===== src/cdfs_pkg.sv =====
// Shared constants for the compressed_word_port DMA and frame-sync glue.
// Assumes a single 100 MHz clock and a synchronous active-high reset.
package cdfs_pkg;
    // ****************************************************************
    // Sizes and levels
    // ****************************************************************
    localparam int WORD_W = 32;
    localparam int FIFO_DEPTH = 128;
    localparam int LVL_W = 8;
    localparam logic [LVL_W-1:0] LVL_QUARTER = 8'h20;
    localparam logic [LVL_W-1:0] LVL_3QUARTER = 8'h60;
    localparam logic [LVL_W-1:0] LVL_FULL = 8'h80;
    localparam logic [WORD_W-1:0] TERM_WORD = 32'hffffffff;
    localparam int MASK_W = 16;
    localparam int BIT_NB = 13;
    localparam int BIT_QTR = 6;
    localparam int BIT_VS = 0;
    localparam int BIT_3Q = 1;
    localparam logic [MASK_W-1:0] MASK_RST = 16'h0000;
    localparam int DLY_W = 8;
    localparam logic [DLY_W-1:0] VS_DELAY = 8'h04;
    // ****************************************************************
    // Wishbone register map (byte addresses)
    // ****************************************************************
    localparam int ADR_W = 4;
    localparam logic [ADR_W-1:0] A_STATUS = 4'h0;
    localparam logic [ADR_W-1:0] A_MASK = 4'h4;
    localparam logic [ADR_W-1:0] A_CTRL = 4'h8;
    localparam logic [ADR_W-1:0] A_DATA = 4'hc;
    localparam int ST_SOF = 0;
    localparam int ST_EOF = 1;
    localparam int ST_LOST = 2;
    localparam int ST_W = 3;
    localparam int C_CLRHOLD = 0;
    localparam int C_SRCSEL = 1;
    localparam int C_FIELDQ = 2;
    localparam int C_W = 3;
endpackage


===== src/cdfs_if.sv =====
// Interface joining the compressor end and the host glue end.
// Assumes both ends share clk_i; no clocking block.
`timescale 1ns/1ps
interface cdfs_if;
    import cdfs_pkg::*;
    logic transfer_request;
    logic [WORD_W-1:0] compressed_word_port;
    logic word_read;
    logic compressed_word_port_not_busy;
    logic fifo_quarter_flag;
    logic compressor_frame_sync;
    logic fifo_level_request;
    logic stall;
    logic pixel_input_strobe;
    logic [MASK_W-1:0] request_mask;
    logic [MASK_W-1:0] level_mask;
    logic mask_we;
    modport dev (
        output transfer_request, compressed_word_port, compressed_word_port_not_busy,
        output fifo_quarter_flag, compressor_frame_sync,
        output fifo_level_request, pixel_input_strobe,
        input word_read, stall, request_mask, level_mask, mask_we
    );
    modport host (
        input transfer_request, compressed_word_port, compressed_word_port_not_busy,
        input fifo_quarter_flag, compressor_frame_sync,
        input fifo_level_request, pixel_input_strobe,
        output word_read, stall, request_mask, level_mask, mask_we
    );
endinterface


===== src/cdfs_host.sv =====
// Host glue: Wishbone registers, DMA reader, frame interrupts, hold.
// Assumes the compressor end on the same clock; sync pins are foreign.
//
// Design decisions made here: the register addresses and the Wishbone interface to the registers.
`timescale 1ns/1ps
module cdfs_host
    import cdfs_pkg::*;
(
    input wire logic clk_i,
    input wire logic rst_i,
    cdfs_if.host lnk,
    input wire logic incoming_frame_sync_i,
    input wire logic field_odd_i,
    input wire logic pixel_ready_i,
    input wire logic [ADR_W-1:0] wb_adr_i,
    input wire logic [WORD_W-1:0] wb_dat_i,
    input wire logic wb_we_i,
    input wire logic [3:0] wb_sel_i,
    input wire logic wb_cyc_i,
    input wire logic wb_stb_i,
    output logic [WORD_W-1:0] wb_dat_o,
    output logic wb_ack_o,
    output logic irq_o,
    output logic [WORD_W-1:0] dma_data_o,
    output logic dma_valid_o
);
    // ****************************************************************
    // Pin synchronisers (three stages, second and third agree)
    // ****************************************************************
    logic [2:0] incoming_frame_sync_reg, fld_reg;
    logic incoming_frame_sync_st_reg, fld_st_reg, incoming_frame_sync_prev_reg;
    logic cvs_prev_reg;
    always_ff @(posedge clk_i) begin
        if (rst_i) begin
            incoming_frame_sync_reg <= 3'h0;
            fld_reg <= 3'h0;
        end else begin
            incoming_frame_sync_reg <= {incoming_frame_sync_reg[1:0], incoming_frame_sync_i};
            fld_reg <= {fld_reg[1:0], field_odd_i};
        end
    end
    wire incoming_frame_sync_agree = (incoming_frame_sync_reg[1] == incoming_frame_sync_reg[2]);
    wire fld_agree = (fld_reg[1] == fld_reg[2]);
    always_ff @(posedge clk_i) begin
        if (rst_i) begin
            incoming_frame_sync_st_reg <= 1'b0;
            fld_st_reg <= 1'b0;
            incoming_frame_sync_prev_reg <= 1'b0;
            cvs_prev_reg <= 1'b1;
        end else begin
            if (incoming_frame_sync_agree)
                incoming_frame_sync_st_reg <= incoming_frame_sync_reg[2];
            if (fld_agree)
                fld_st_reg <= fld_reg[2];
            incoming_frame_sync_prev_reg <= incoming_frame_sync_st_reg;
            cvs_prev_reg <= lnk.compressor_frame_sync;
        end
    end
    // ****************************************************************
    // Registers
    // ****************************************************************
    logic [ST_W-1:0] status_reg, status_next, irqmask_reg;
    logic [C_W-1:0] ctrl_reg;
    logic [MASK_W-1:0] rmask_reg, lmask_reg;
    logic mask_we_reg, hold_reg, last_sof_reg;
    logic [WORD_W-1:0] last_word_reg;
    wire wb_req = wb_cyc_i & wb_stb_i & ~wb_ack_o;
    wire wb_wr = wb_req & wb_we_i & wb_sel_i[0];
    wire wr_status = wb_wr & (wb_adr_i == A_STATUS);
    wire wr_mask = wb_wr & (wb_adr_i == A_MASK);
    wire wr_ctrl = wb_wr & (wb_adr_i == A_CTRL);
    wire wr_rmask = wb_wr & (wb_adr_i == A_DATA);
    // Start-of-frame gated by odd field; end by compressor sync edge
    wire sof_ev = incoming_frame_sync_st_reg & ~incoming_frame_sync_prev_reg
                  & (fld_st_reg | ~ctrl_reg[C_FIELDQ]);
    wire eof_ev = lnk.compressor_frame_sync & ~cvs_prev_reg;
    wire lost_ev = sof_ev & last_sof_reg;
    wire [ST_W-1:0] ev = {lost_ev, eof_ev, sof_ev};
    // Set wins over write-one-to-clear
    assign status_next = (status_reg & ~(wr_status ? wb_dat_i[ST_W-1:0]
                         : {ST_W{1'b0}})) | ev;
    always_ff @(posedge clk_i) begin
        if (rst_i) begin
            status_reg <= {ST_W{1'b0}};
            irqmask_reg <= {ST_W{1'b0}};
            ctrl_reg <= {C_W{1'b0}};
            last_sof_reg <= 1'b0;
            irq_o <= 1'b0;
        end else begin
            status_reg <= status_next;
            irq_o <= |(status_next & irqmask_reg);
            if (wr_mask)
                irqmask_reg <= wb_dat_i[ST_W-1:0];
            if (wr_ctrl)
                ctrl_reg <= wb_dat_i[C_W-1:0];
            else
                ctrl_reg[C_CLRHOLD] <= 1'b0;
            if (sof_ev)
                last_sof_reg <= 1'b1;
            else if (eof_ev)
                last_sof_reg <= 1'b0;
        end
    end
    // Mask word: low half request mask, high half level mask
    always_ff @(posedge clk_i) begin
        if (rst_i) begin
            rmask_reg <= MASK_RST;
            lmask_reg <= MASK_RST;
            mask_we_reg <= 1'b0;
        end else begin
            mask_we_reg <= wr_rmask;
            if (wr_rmask) begin
                rmask_reg <= wb_dat_i[MASK_W-1:0];
                lmask_reg <= wb_dat_i[WORD_W-1:MASK_W];
            end
        end
    end
    // ****************************************************************
    // Hold and stall
    // ****************************************************************
    // Hold chosen by sync edge, or level request when selected
    wire hold_src = ctrl_reg[C_SRCSEL] ? lnk.fifo_level_request
                                       : hold_reg;
    always_ff @(posedge clk_i) begin
        if (rst_i) begin
            hold_reg <= 1'b0;
            lnk.stall <= 1'b1;
        end else begin
            if (eof_ev)
                hold_reg <= 1'b1;
            else if (wr_ctrl & wb_dat_i[C_CLRHOLD])
                hold_reg <= 1'b0;
            lnk.stall <= hold_src | ~pixel_ready_i
                         | (~ctrl_reg[C_SRCSEL]
                            & lnk.fifo_level_request);
        end
    end
    // ****************************************************************
    // DMA reader and programmed drain
    // ****************************************************************
    // One read per request cycle with word_read low; device has the word ready
    wire pio_rd = wb_req & ~wb_we_i & (wb_adr_i == A_DATA);
    wire dma_rd = lnk.transfer_request & ~lnk.word_read;
    always_ff @(posedge clk_i) begin
        if (rst_i) begin
            lnk.word_read <= 1'b0;
            dma_data_o <= {WORD_W{1'b0}};
            dma_valid_o <= 1'b0;
            last_word_reg <= {WORD_W{1'b0}};
        end else begin
            lnk.word_read <= dma_rd | pio_rd;
            dma_valid_o <= dma_rd;
            if (dma_rd)
                dma_data_o <= lnk.compressed_word_port;
            if (pio_rd)
                last_word_reg <= lnk.compressed_word_port;
        end
    end
    assign lnk.request_mask = rmask_reg;
    assign lnk.level_mask = lmask_reg;
    assign lnk.mask_we = mask_we_reg;
    // ****************************************************************
    // Wishbone read and ack
    // ****************************************************************
    wire [WORD_W-1:0] rd_mux =
        (wb_adr_i == A_STATUS) ? {{(WORD_W-ST_W){1'b0}}, status_reg} :
        (wb_adr_i == A_MASK) ? {{(WORD_W-ST_W){1'b0}}, irqmask_reg} :
        (wb_adr_i == A_CTRL) ? {{(WORD_W-C_W-3){1'b0}}, incoming_frame_sync_st_reg,
                                cvs_prev_reg, hold_reg, ctrl_reg} :
        (wb_adr_i == A_DATA) ? lnk.compressed_word_port : {WORD_W{1'b0}};
    always_ff @(posedge clk_i) begin
        if (rst_i) begin
            wb_ack_o <= 1'b0;
            wb_dat_o <= {WORD_W{1'b0}};
        end else begin
            wb_ack_o <= wb_req;
            wb_dat_o <= rd_mux;
        end
    end
endmodule


===== src/flat_wrapper.sv =====
// flat-port wrapper written by rule: the top's interface ports become plain ports
module cdfs_host_flat import cdfs_pkg::*;
  (clk_i, rst_i, incoming_frame_sync_i, field_odd_i, pixel_ready_i, wb_adr_i, wb_dat_i, wb_we_i, wb_sel_i, wb_cyc_i, wb_stb_i, wb_dat_o, wb_ack_o, irq_o, dma_data_o, dma_valid_o, lnk_transfer_request, lnk_compressed_word_port, lnk_compressed_word_port_not_busy, lnk_fifo_quarter_flag, lnk_compressor_frame_sync, lnk_fifo_level_request, lnk_pixel_input_strobe, lnk_word_read, lnk_stall, lnk_request_mask, lnk_level_mask, lnk_mask_we);
  cdfs_if lnk_i ();
  input wire logic clk_i;
  input wire logic rst_i;
  input wire logic incoming_frame_sync_i;
  input wire logic field_odd_i;
  input wire logic pixel_ready_i;
  input wire logic [ADR_W-1:0] wb_adr_i;
  input wire logic [WORD_W-1:0] wb_dat_i;
  input wire logic wb_we_i;
  input wire logic [3:0] wb_sel_i;
  input wire logic wb_cyc_i;
  input wire logic wb_stb_i;
  output logic [WORD_W-1:0] wb_dat_o;
  output logic wb_ack_o;
  output logic irq_o;
  output logic [WORD_W-1:0] dma_data_o;
  output logic dma_valid_o;
  input wire logic [$bits(lnk_i.transfer_request)-1:0] lnk_transfer_request;
  input wire logic [$bits(lnk_i.compressed_word_port)-1:0] lnk_compressed_word_port;
  input wire logic [$bits(lnk_i.compressed_word_port_not_busy)-1:0] lnk_compressed_word_port_not_busy;
  input wire logic [$bits(lnk_i.fifo_quarter_flag)-1:0] lnk_fifo_quarter_flag;
  input wire logic [$bits(lnk_i.compressor_frame_sync)-1:0] lnk_compressor_frame_sync;
  input wire logic [$bits(lnk_i.fifo_level_request)-1:0] lnk_fifo_level_request;
  input wire logic [$bits(lnk_i.pixel_input_strobe)-1:0] lnk_pixel_input_strobe;
  output wire logic [$bits(lnk_i.word_read)-1:0] lnk_word_read;
  output wire logic [$bits(lnk_i.stall)-1:0] lnk_stall;
  output wire logic [$bits(lnk_i.request_mask)-1:0] lnk_request_mask;
  output wire logic [$bits(lnk_i.level_mask)-1:0] lnk_level_mask;
  output wire logic [$bits(lnk_i.mask_we)-1:0] lnk_mask_we;
  assign lnk_i.transfer_request = lnk_transfer_request;
  assign lnk_i.compressed_word_port = lnk_compressed_word_port;
  assign lnk_i.compressed_word_port_not_busy = lnk_compressed_word_port_not_busy;
  assign lnk_i.fifo_quarter_flag = lnk_fifo_quarter_flag;
  assign lnk_i.compressor_frame_sync = lnk_compressor_frame_sync;
  assign lnk_i.fifo_level_request = lnk_fifo_level_request;
  assign lnk_i.pixel_input_strobe = lnk_pixel_input_strobe;
  assign lnk_word_read = lnk_i.word_read;
  assign lnk_stall = lnk_i.stall;
  assign lnk_request_mask = lnk_i.request_mask;
  assign lnk_level_mask = lnk_i.level_mask;
  assign lnk_mask_we = lnk_i.mask_we;
  cdfs_host u_core (.clk_i(clk_i), .rst_i(rst_i), .lnk(lnk_i), .incoming_frame_sync_i(incoming_frame_sync_i), .field_odd_i(field_odd_i), .pixel_ready_i(pixel_ready_i), .wb_adr_i(wb_adr_i), .wb_dat_i(wb_dat_i), .wb_we_i(wb_we_i), .wb_sel_i(wb_sel_i), .wb_cyc_i(wb_cyc_i), .wb_stb_i(wb_stb_i), .wb_dat_o(wb_dat_o), .wb_ack_o(wb_ack_o), .irq_o(irq_o), .dma_data_o(dma_data_o), .dma_valid_o(dma_valid_o));
endmodule

===== config.mk =====
export PLATFORM = sky130hd
export DESIGN_NAME = cdfs_host_flat
export DESIGN_NICKNAME = d
export VERILOG_FILES = /design/src/cdfs_pkg.sv /design/src/cdfs_if.sv /design/src/cdfs_host.sv /design/src/flat_wrapper.sv
export SDC_FILE = /design/constraint.sdc
export NUM_CORES = 1
export LEC_CHECK = 0
export CAP_MARGIN = 25
export CORE_UTILIZATION = 60
export CTS_CLUSTER_SIZE = 12
export DETAILED_ROUTE_END_ITERATION = 6
export DONT_BUFFER_PORTS = 1
export PLACE_DENSITY = 0.72
export SLEW_MARGIN = 20
export SYNTH_ARGS = -nofsm -noshare
export SYNTH_HDL_FRONTEND = slang
export SYNTH_SLANG_ARGS = --single-unit

===== constraint.sdc =====
create_clock -name clk_i -period 3.9 [get_ports clk_i]
set_input_delay 0.195 -clock clk_i [delete_from_list [all_inputs] [get_ports clk_i]]
set_output_delay 0.195 -clock clk_i [all_outputs]
set_load 0.02 [all_outputs]

# Yosys cells after proc, flatten, opt, wreduce, memory -nomap -nowiden
# Index checks and enable logic that the tools add are counted.
[totals]
register_bits = 123
in_bits = 86
elab_cells = 81
[classes]
n_eq_ne = 5
mux = 10
bitwise_logic = 35
n_reduce_logical = 7
[op_table]
columns = ["cell", "n"]
rows = [
  ["$and A1 B1 Y1", 17],
  ["$mux W6", 2],
  ["$not A1 Y1", 10],
  ["$mux W3", 3],
  ["$eq A4 B4 Y1 const B", 2],
  ["$and A3 B3 Y3", 2],
  ["$reduce_or A3 Y1", 2],
  ["$mux W1", 5],
  ["$reduce_or A5 Y1", 1],
  ["$eq A4 B3 Y1 const B", 1],
  ["$logic_not A4 Y1", 1],
  ["$or A1 B1 Y1", 4],
  ["$reduce_bool A2 Y1", 2],
  ["$not A3 Y3", 1],
  ["$or A3 B3 Y3", 1],
  ["$eq A1 B1 Y1", 2],
  ["$reduce_or A2 Y1", 1],
]

# Depth between registers and ports, before layout
# Gate-level depths: netlist (run 1).
[logic_depth]
word_depth = 11
depth_mapped = 7

# Worst setup path after synthesis (run 1)
# Ideal clock, no wire load.
[synth_timing]
path_type = "reg2reg"
startpoint = "register u_core.wb_ack_o"
endpoint = "register u_core.lmask_reg[0] (netlist: u_core.lnk.level_mask[0])"
setup_ps = 70
t_arrival_ps = 1397
t_required_ps = 3830
setup_slack_ps = 2432
path_stages_with_launch = 7
synth_period_minus_slack_ps = 1468
path_cell_list = "dfxtp_1 > and3b_1 > buf_2 > nand4_1 > clkbuf_1 > nand2_1 > a21oi_1"
[synth_between]
elab_chain_len = 5
[synth_rtl]
columns = ["element", "line_no", "rtl"]
rows = [
  ["start: declaration", "cdfs_host.sv:22", "output logic wb_ack_o,"],
  ["start signal: assignment", "cdfs_host.sv:176", "wb_ack_o <= wb_req;"],
  ["$not A1 Y1", "cdfs_host.sv:67", "wire wb_req = wb_cyc_i & wb_stb_i & ~wb_ack_o;"],
  ["$and A1 B1 Y1", "cdfs_host.sv:67", ""],
  ["$and A1 B1 Y1 (2 in series)", "cdfs_host.sv:68", "wire wb_wr = wb_req & wb_we_i & wb_sel_i[0];"],
  ["$and A1 B1 Y1", "cdfs_host.sv:72", "wire wr_rmask = wb_wr & (wb_adr_i == A_DATA);"],
  ["end signal: assignment", "cdfs_host.sv:114", "lmask_reg <= wb_dat_i[WORD_W-1:MASK_W];"],
  ["end: declaration", "cdfs_host.sv:64", "logic [MASK_W-1:0] rmask_reg, lmask_reg;"],
]
# No other way between the ends.
# A chain may end at the register's enable or synchronous reset.

# Worst setup path in the final report (run 1)
[layout_timing]
startpoint = "register u_core.lnk.word_read"
endpoint = "register u_core.dma_data_o[6]"
[layout_between]
elab_chain_len = 2
[layout_rtl]
columns = ["element", "line_no", "rtl"]
rows = [
  ["start: declaration", "cdfs_if.sv:28", "output word_read, stall, request_mask, level_mask, mask_we"],
  ["start signal: assignment", "cdfs_host.sv:151", "lnk.word_read <= dma_rd | pio_rd;"],
  ["$not A1 Y1", "cdfs_host.sv:143", "wire dma_rd = lnk.transfer_request & ~lnk.word_read;"],
  ["$and A1 B1 Y1", "cdfs_host.sv:143", ""],
  ["end signal: assignment", "cdfs_host.sv:147", "dma_data_o <= {WORD_W{1'b0}};"],
  ["end signal: assignment", "cdfs_host.sv:154", "dma_data_o <= lnk.compressed_word_port;"],
  ["end: declaration", "cdfs_host.sv:24", "output logic [WORD_W-1:0] dma_data_o,"],
]
# No other way between the ends.

==> results.cfg, run 1 <==
[run]
cap_violations = 0

[critical_path]
crit_chain = nand2b_1 -> buf_4 -> nand2_1 -> a21oi_1 -> dlygate4sd3_1
cp_data_required_time_ns = 4.34
arrival_ns = 2.30
critical_path_class = reg2reg
cp-end-kind = flip-flop
cp-start-kind = flip-flop
slowest_delay_ns = 0.56
cp_slowest_cell = dlygate4sd3_1
worstPathMaxFanout = 33

[global_route]
grt_use_total_pct = 31.1
grt_max_degree = 90
grt_pass1_wl_um = 17200
grt_pass1_vias = 3518
gr-total-overflow = 0
antenna_found_initial = 0

[synth]
avgSynthCellArea_um2 = 9.11
ys_seq_area_share_pct = 59.1
ys_async_sr_fraction_pct = 0
yosysTopAreaCell = dfxtp_1
syn-cell-area_um2 = 4160
synthTopCellsByCount = nand2_1, dfxtp_1, a21oi_1
yosys.cell_types.count = 37
syn_inst = 457
synth_edf_count = 0
post-synth-top-count-cell = nand2_1
yosys-top-cells-area = dfxtp_1, nand2_1, a21oi_1
yosysWarnings = 0
synth_ff_type = dfxtp_1
ys_seq_elements = 123
synth_top_cell_area_share_pct = 59.1
syn-num-nets = 543

[routing]
ant_nets = 0
num_vias = 3536
routed_via_density = 5.68
wirelength_um = 11300
dr.pass1.iters = 5
wl_per_cell_um = 18.1
drtIter0Drc = 155
drc = 0

[status]
status = finished, final reports clean

[die]
ios = 188
fp-row-count = 29
die_y_um = 85.3
die-area_um2 = 7280
core-area_um2 = 6530
start_util_pct = 63.8
die_w_um = 85.3

[cells_and_area]
post-route-util_pct = 86.3
fillers = 334
syn2layout_area_growth_pct = 35.4
top_regs = u_core.dma_data_o: 32 flops, u_core.wb_dat_o: 32 flops
layout.nets = 618
diodes = 0
layoutNonFillerInstCount = 622
layout-drive-gt1-share_pct = 8.07

[place]
dp_hpwl_um = 5820
dp_slack_ns = 1.80
port_buffers = 0
routabilityCongestion = 0.827
dp.cells = 507

[cts]
cts_resized = 0
cts_sinks = 123
clock_latency_ns = 0.51
htree_levels = 4
cts-root-buf = clkbuf_8
ctsHoldBuffers = 82
cts_tree = done
cts.clk_slew.worst_paths_ns = 0.06
clockBufferDepth = 2
numCtsBuffers = 17
post_cts_buffers = 0

[pwr]
power_density_nw_per_um2 = 565
leakage_uw = 0.00217
ir_drop_uv = 397

[sta]
layout_setup_ws_ns = 2.04
worst-slew-pin-transition_ns = 0.562
fmax_ghz = 0.539
setup_viol = 0
finalHoldViolCount = 0
fin_worst_skew_ns = 0.00754
maxSlewViolCount = 0
period_share_pct = 47.6
fin_setup_tns_ns = 0
relSlewSlack_pct = 62.4
finalCriticalPeriod_ns = 1.86
rsz0062_at_grt = no

[worst_hold_path]
holdCritPathClass = in2reg
-- worst max-delay path, delay by kind of cell (launching register included) --
family / cells / cell delay [ns]
buf+inv: 2 / 0.90
flops: 1 / 0.49
simple gates: 2 / 0.26
compound gates: 1 / 0.15
-- placed cells by master (no fill, tap or decap), types with 2 or more instances in the layout --
| cell | n |
|---|---|
| inv_6 | 2 |
| nor2_1 | 16 |
| a21oi_1 | 68 |
| nand3_1 | 2 |
| clkinvlp_4 | 3 |
| nand2_1 | 132 |
| clkbuf_8 | 2 |
| dfxtp_1 | 123 |
| and3_1 | 2 |
| inv_1 | 3 |
| buf_4 | 3 |
| dlygate4sd3_1 | 81 |
| nand2b_1 | 5 |
| and2_1 | 27 |
| or2_2 | 2 |
| nor2b_1 | 11 |
| and3b_1 | 2 |
| nand4_1 | 4 |
| o21ai_0 | 3 |
| bufinv_16 | 5 |
| clkinv_2 | 2 |
| clkinv_4 | 2 |
| mux4_2 | 2 |
| clkbuf_16 | 16 |
| a22oi_1 | 2 |
| mux2i_1 | 8 |
-- cells by family after synthesis --
logic type	count (synthesis)	synth area share (%)
DFF	123	59.1
muxes	11	3.64
buffers and inverters	33	3.79
AOI/OAI and AO/OA	78	9.80
and+or+nand+nor	212	23.6
-- cell type report --
| cell class | count | area [um2] | share of cell area [%] |
|---|---|---|---|
| flip-flops and latches | 123 | 2460 | 43.7 |
| clock inverters | 14 | 218 | 3.86 |
| clock buffers | 18 | 428 | 7.59 |
| well taps | 77 | 96.3 | 1.71 |
| inverters | 3 | 11.3 | 0.200 |
| multi-input cells | 301 | 1550 | 27.4 |
| repair buffers | 86 | 876 | 15.5 |
-- final timing paths --
path                                    from                           endpoint  slack (ns)  cells past startpoint
max          u_core.lnk.word_read$_SDFF_PP0_  u_core.dma_data_o[6]$_SDFFE_PP0P_        2.04                      5
min                              wb_adr_i[1]      u_core.wb_dat_o[5]$_SDFF_PP0_        0.03                      3
max reg2reg  u_core.lnk.word_read$_SDFF_PP0_  u_core.dma_data_o[6]$_SDFFE_PP0P_        2.04                      5
min reg2reg     u_core.fld_reg[0]$_SDFF_PP0_       u_core.fld_reg[1]$_SDFF_PP0_        0.44                      1
-- through the flow --
step | total power, uW | hold WS, ns | instance area (um2)
2_1_floorplan | 1430 | 0.267 | 4160
3_3_place_gp | 1430 | 0.272 | 4140
3_5_place_dp | 1430 | 0.274 | 4140
4_1_cts | 3190 | 0.00518 | 5620
5_1_grt | 3290 | 0.0270 | 5640
6_report | 3190 | 0.0338 | 5640
-- routing by layer --
layer | GRT usage (%) | up-vias | wire, um
met5 | 0 | - | 0
met4 | 12.4 | 0 | 197
met3 | 10.5 | 23 | 1200
met2 | 54.7 | 224 | 5810
met1 | 34.7 | 1639 | 4080
li1 | - | 1650 | -
-- report_power, final --
| part | total (uW) | leakage [uW] | internal, uW | switching [uW] |
|---|---|---|---|---|
| sequential | 1340 | 0.000999 | 1290 | 51.5 |
| clock | 1690 | 0.000308 | 1120 | 565 |
| combinational | 161 | 0.000868 | 85.6 | 75.4 |
Power figures use the tool's default switching activity.
==> run 2: changes to the inputs <==
CORE_UTILIZATION = 55   (was 60)
PLACE_DENSITY = 0.69   (was 0.72)
clock period = 1.55 ns   (was 3.9 ns; I/O delays follow)
==> run 2 against run 1 <==
Via count shrank 0.82%; sequential power grew to 2.5 times the previous value; register-to-register slack lost 2.0 ns; non-clock buffer count grew 13; wire length shrank 1.8%; clock skew grew 0.00092 ns; sequential share of layout area shrank 1.1 points; highest routed layer unchanged; design area grew 2.6%.
==> results.cfg, run 2 (synthesis results as in run 1) <==
[status]
status = finished, final reports clean

[die]
die_w_um = 89.0
fp-row-count = 31
die-area_um2 = 7920
start_util_pct = 57.1
die_y_um = 89.0
ios = 188
core-area_um2 = 7290

[cts]
cts-root-buf = clkbuf_8
cts.clk_slew.worst_paths_ns = 0.06
cts_sinks = 123
clock_latency_ns = 0.50
numCtsBuffers = 17
clockBufferDepth = 2
htree_levels = 4
cts_tree = done

[worst_hold_path]
whs_endpoint = u_core.lnk.mask_we$_SDFF_PP0_
hp-start = wb_cyc_i
holdCritPathClass = in2reg
whs_path_depth = 2

[critical_path]
cp-start-kind = flip-flop
cp_top_family = buffers and inverters
cp-end-kind = flip-flop
r2r_start = u_core.ctrl_reg[2]$_SDFFE_PP0N_
arrival_ns = 1.85
cp.buffers_inverters = 1
critical_path_class = reg2reg
r2r_slack_ns = 0.09
crit_chain = nor2b_2 -> nor2_1 -> a22oi_1 -> nor2_1 -> dlygate4sd3_1
slowest_delay_ns = 0.54
cp_data_required_time_ns = 1.93
reg2reg_depth = 5
r2r-end = u_core.last_sof_reg$_SDFFE_PP0P_
cp_slowest_cell = dlygate4sd3_1
worst_path_most_repeated_cell = nor2_1
cp.depth = 5
worstPathMaxFanout = 3

[sta]
rsz0062_at_grt = no
period_share_pct = 94.5
fin_setup_tns_ns = 0
finalHoldViolCount = 0
fmax_ghz = 0.683
maxSlewViolCount = 0
setup_viol = 0
finalCriticalPeriod_ns = 1.46
worst-slew-pin-transition_ns = 0.445
fin_worst_skew_ns = 0.00846
relSlewSlack_pct = 70.2
layout_setup_ws_ns = 0.0856

[place]
routabilityCongestion = 0.860
port_buffers = 0
dp_slack_ns = 0.104
dp_hpwl_um = 5940

[cells_and_area]
layout_commonest_cell = nand2_1
layout.nets = 631
layout_common_cells = nand2_1, dfxtp_1, dlygate4sd3_1
top_regs = u_core.dma_data_o: 32 flops, u_core.wb_dat_o: 32 flops
layout-drive-gt1-share_pct = 9.14
syn2layout_area_growth_pct = 38.9
diodes = 0

[global_route]
grt_pass1_vias = 3464
grt_pass1_wl_um = 16000
grt_max_degree = 82
antenna_found_initial = 0
grt_use_total_pct = 26.8
gr-total-overflow = 0

[run]
cap_violations = 0

[pwr]
power_density_nw_per_um2 = 1360
leakage_uw = 0.00226
ir_drop_uv = 702

[routing]
wl_per_cell_um = 16.9
ant_nets = 0
num_vias = 3507
routed_via_density = 5.34
drtIter0Drc = 167
dr.pass1.iters = 6
drc = 0
wirelength_um = 11100
==> run 2: cell types whose count changed in the layout (fill, tap and decap cells not counted), moves of 2 or more <==
cell and change:
clkbuf_1 +2, buf_4 +5, dlygate4sd3_1 +6, clkinv_2 -2
buf_12 +2
==> run 2: final cells by class <==
class                   count  area, um2
flip-flops and latches    123       2460
inverters                   3       11.3
well taps                  99        124
fillers                   463       1510
clock buffers              20        435
repair buffers             99       1010
clock inverters            12        186
multi-input cells         301       1550
==> run 2: repair_timing <==
item | 4_1_cts | 5_1_grt
hold buffers | 89 | 0
setup endpoints to repair | 0 | 29
setup buffers | 0 | 1
hold endpoints to repair | 123 | 0
resized for setup | 0 | 4
==> run 2: worst reg2reg max path, delay by kind of cell (launching register included) <==
kind | cells | cell delay (ns)
AND/OR/NAND/NOR | 3 | 0.29
buffers and inverters | 1 | 0.54
AO/OA/AOI/OAI | 1 | 0.13
flip-flops | 1 | 0.38
==> run 2: where the power goes <==
part | switching (uW) | leakage, uW | internal, uW
clock | 1410 | 0.000293 | 2670
sequential | 126 | 0.000999 | 3240
combinational | 204 | 0.000966 | 230
total | 1740 | 0.00226 | 6140
==> run 2: worst max-delay path by stage <==
stage,end,start
after floorplan,u_core.lnk.level_mask[0]$_SDFFE_PP0P_,u_core.wb_ack_o$_SDFF_PP0_
after global placement,u_core.lnk.level_mask[10]$_SDFFE_PP0P_,u_core.wb_ack_o$_SDFF_PP0_
after detailed placement,u_core.lnk.request_mask[12]$_SDFFE_PP0P_,u_core.wb_ack_o$_SDFF_PP0_
after CTS,u_core.dma_valid_o$_SDFF_PP0_,u_core.lnk.word_read$_SDFF_PP0_
after global routing,u_core.lnk.level_mask[10]$_SDFFE_PP0P_,u_core.wb_ack_o$_SDFF_PP0_
final,u_core.last_sof_reg$_SDFFE_PP0P_,u_core.ctrl_reg[2]$_SDFFE_PP0N_
==> run 2: metrics by stage <==
step	util (%)	instance area [um2]	total power [uW]	hold WS [ns]	std cells
finish	79.3	5780	7890	0.0481	657
global route	79.3	5780	8110	0.0322	657
CTS	79.1	5770	7900	0.00695	656
detailed placement	58.1	4240	3610	0.157	535
global placement	58.1	4240	3600	0.154	535
floorplan	-	4160	3600	0.149	457
==> run 2: per-layer routing <==
layer	global-route usage, %	wire [um]
met1	29.6	4390
met2	47.8	5470
met3	9.51	1100
met4	9.81	121
met5	0	0
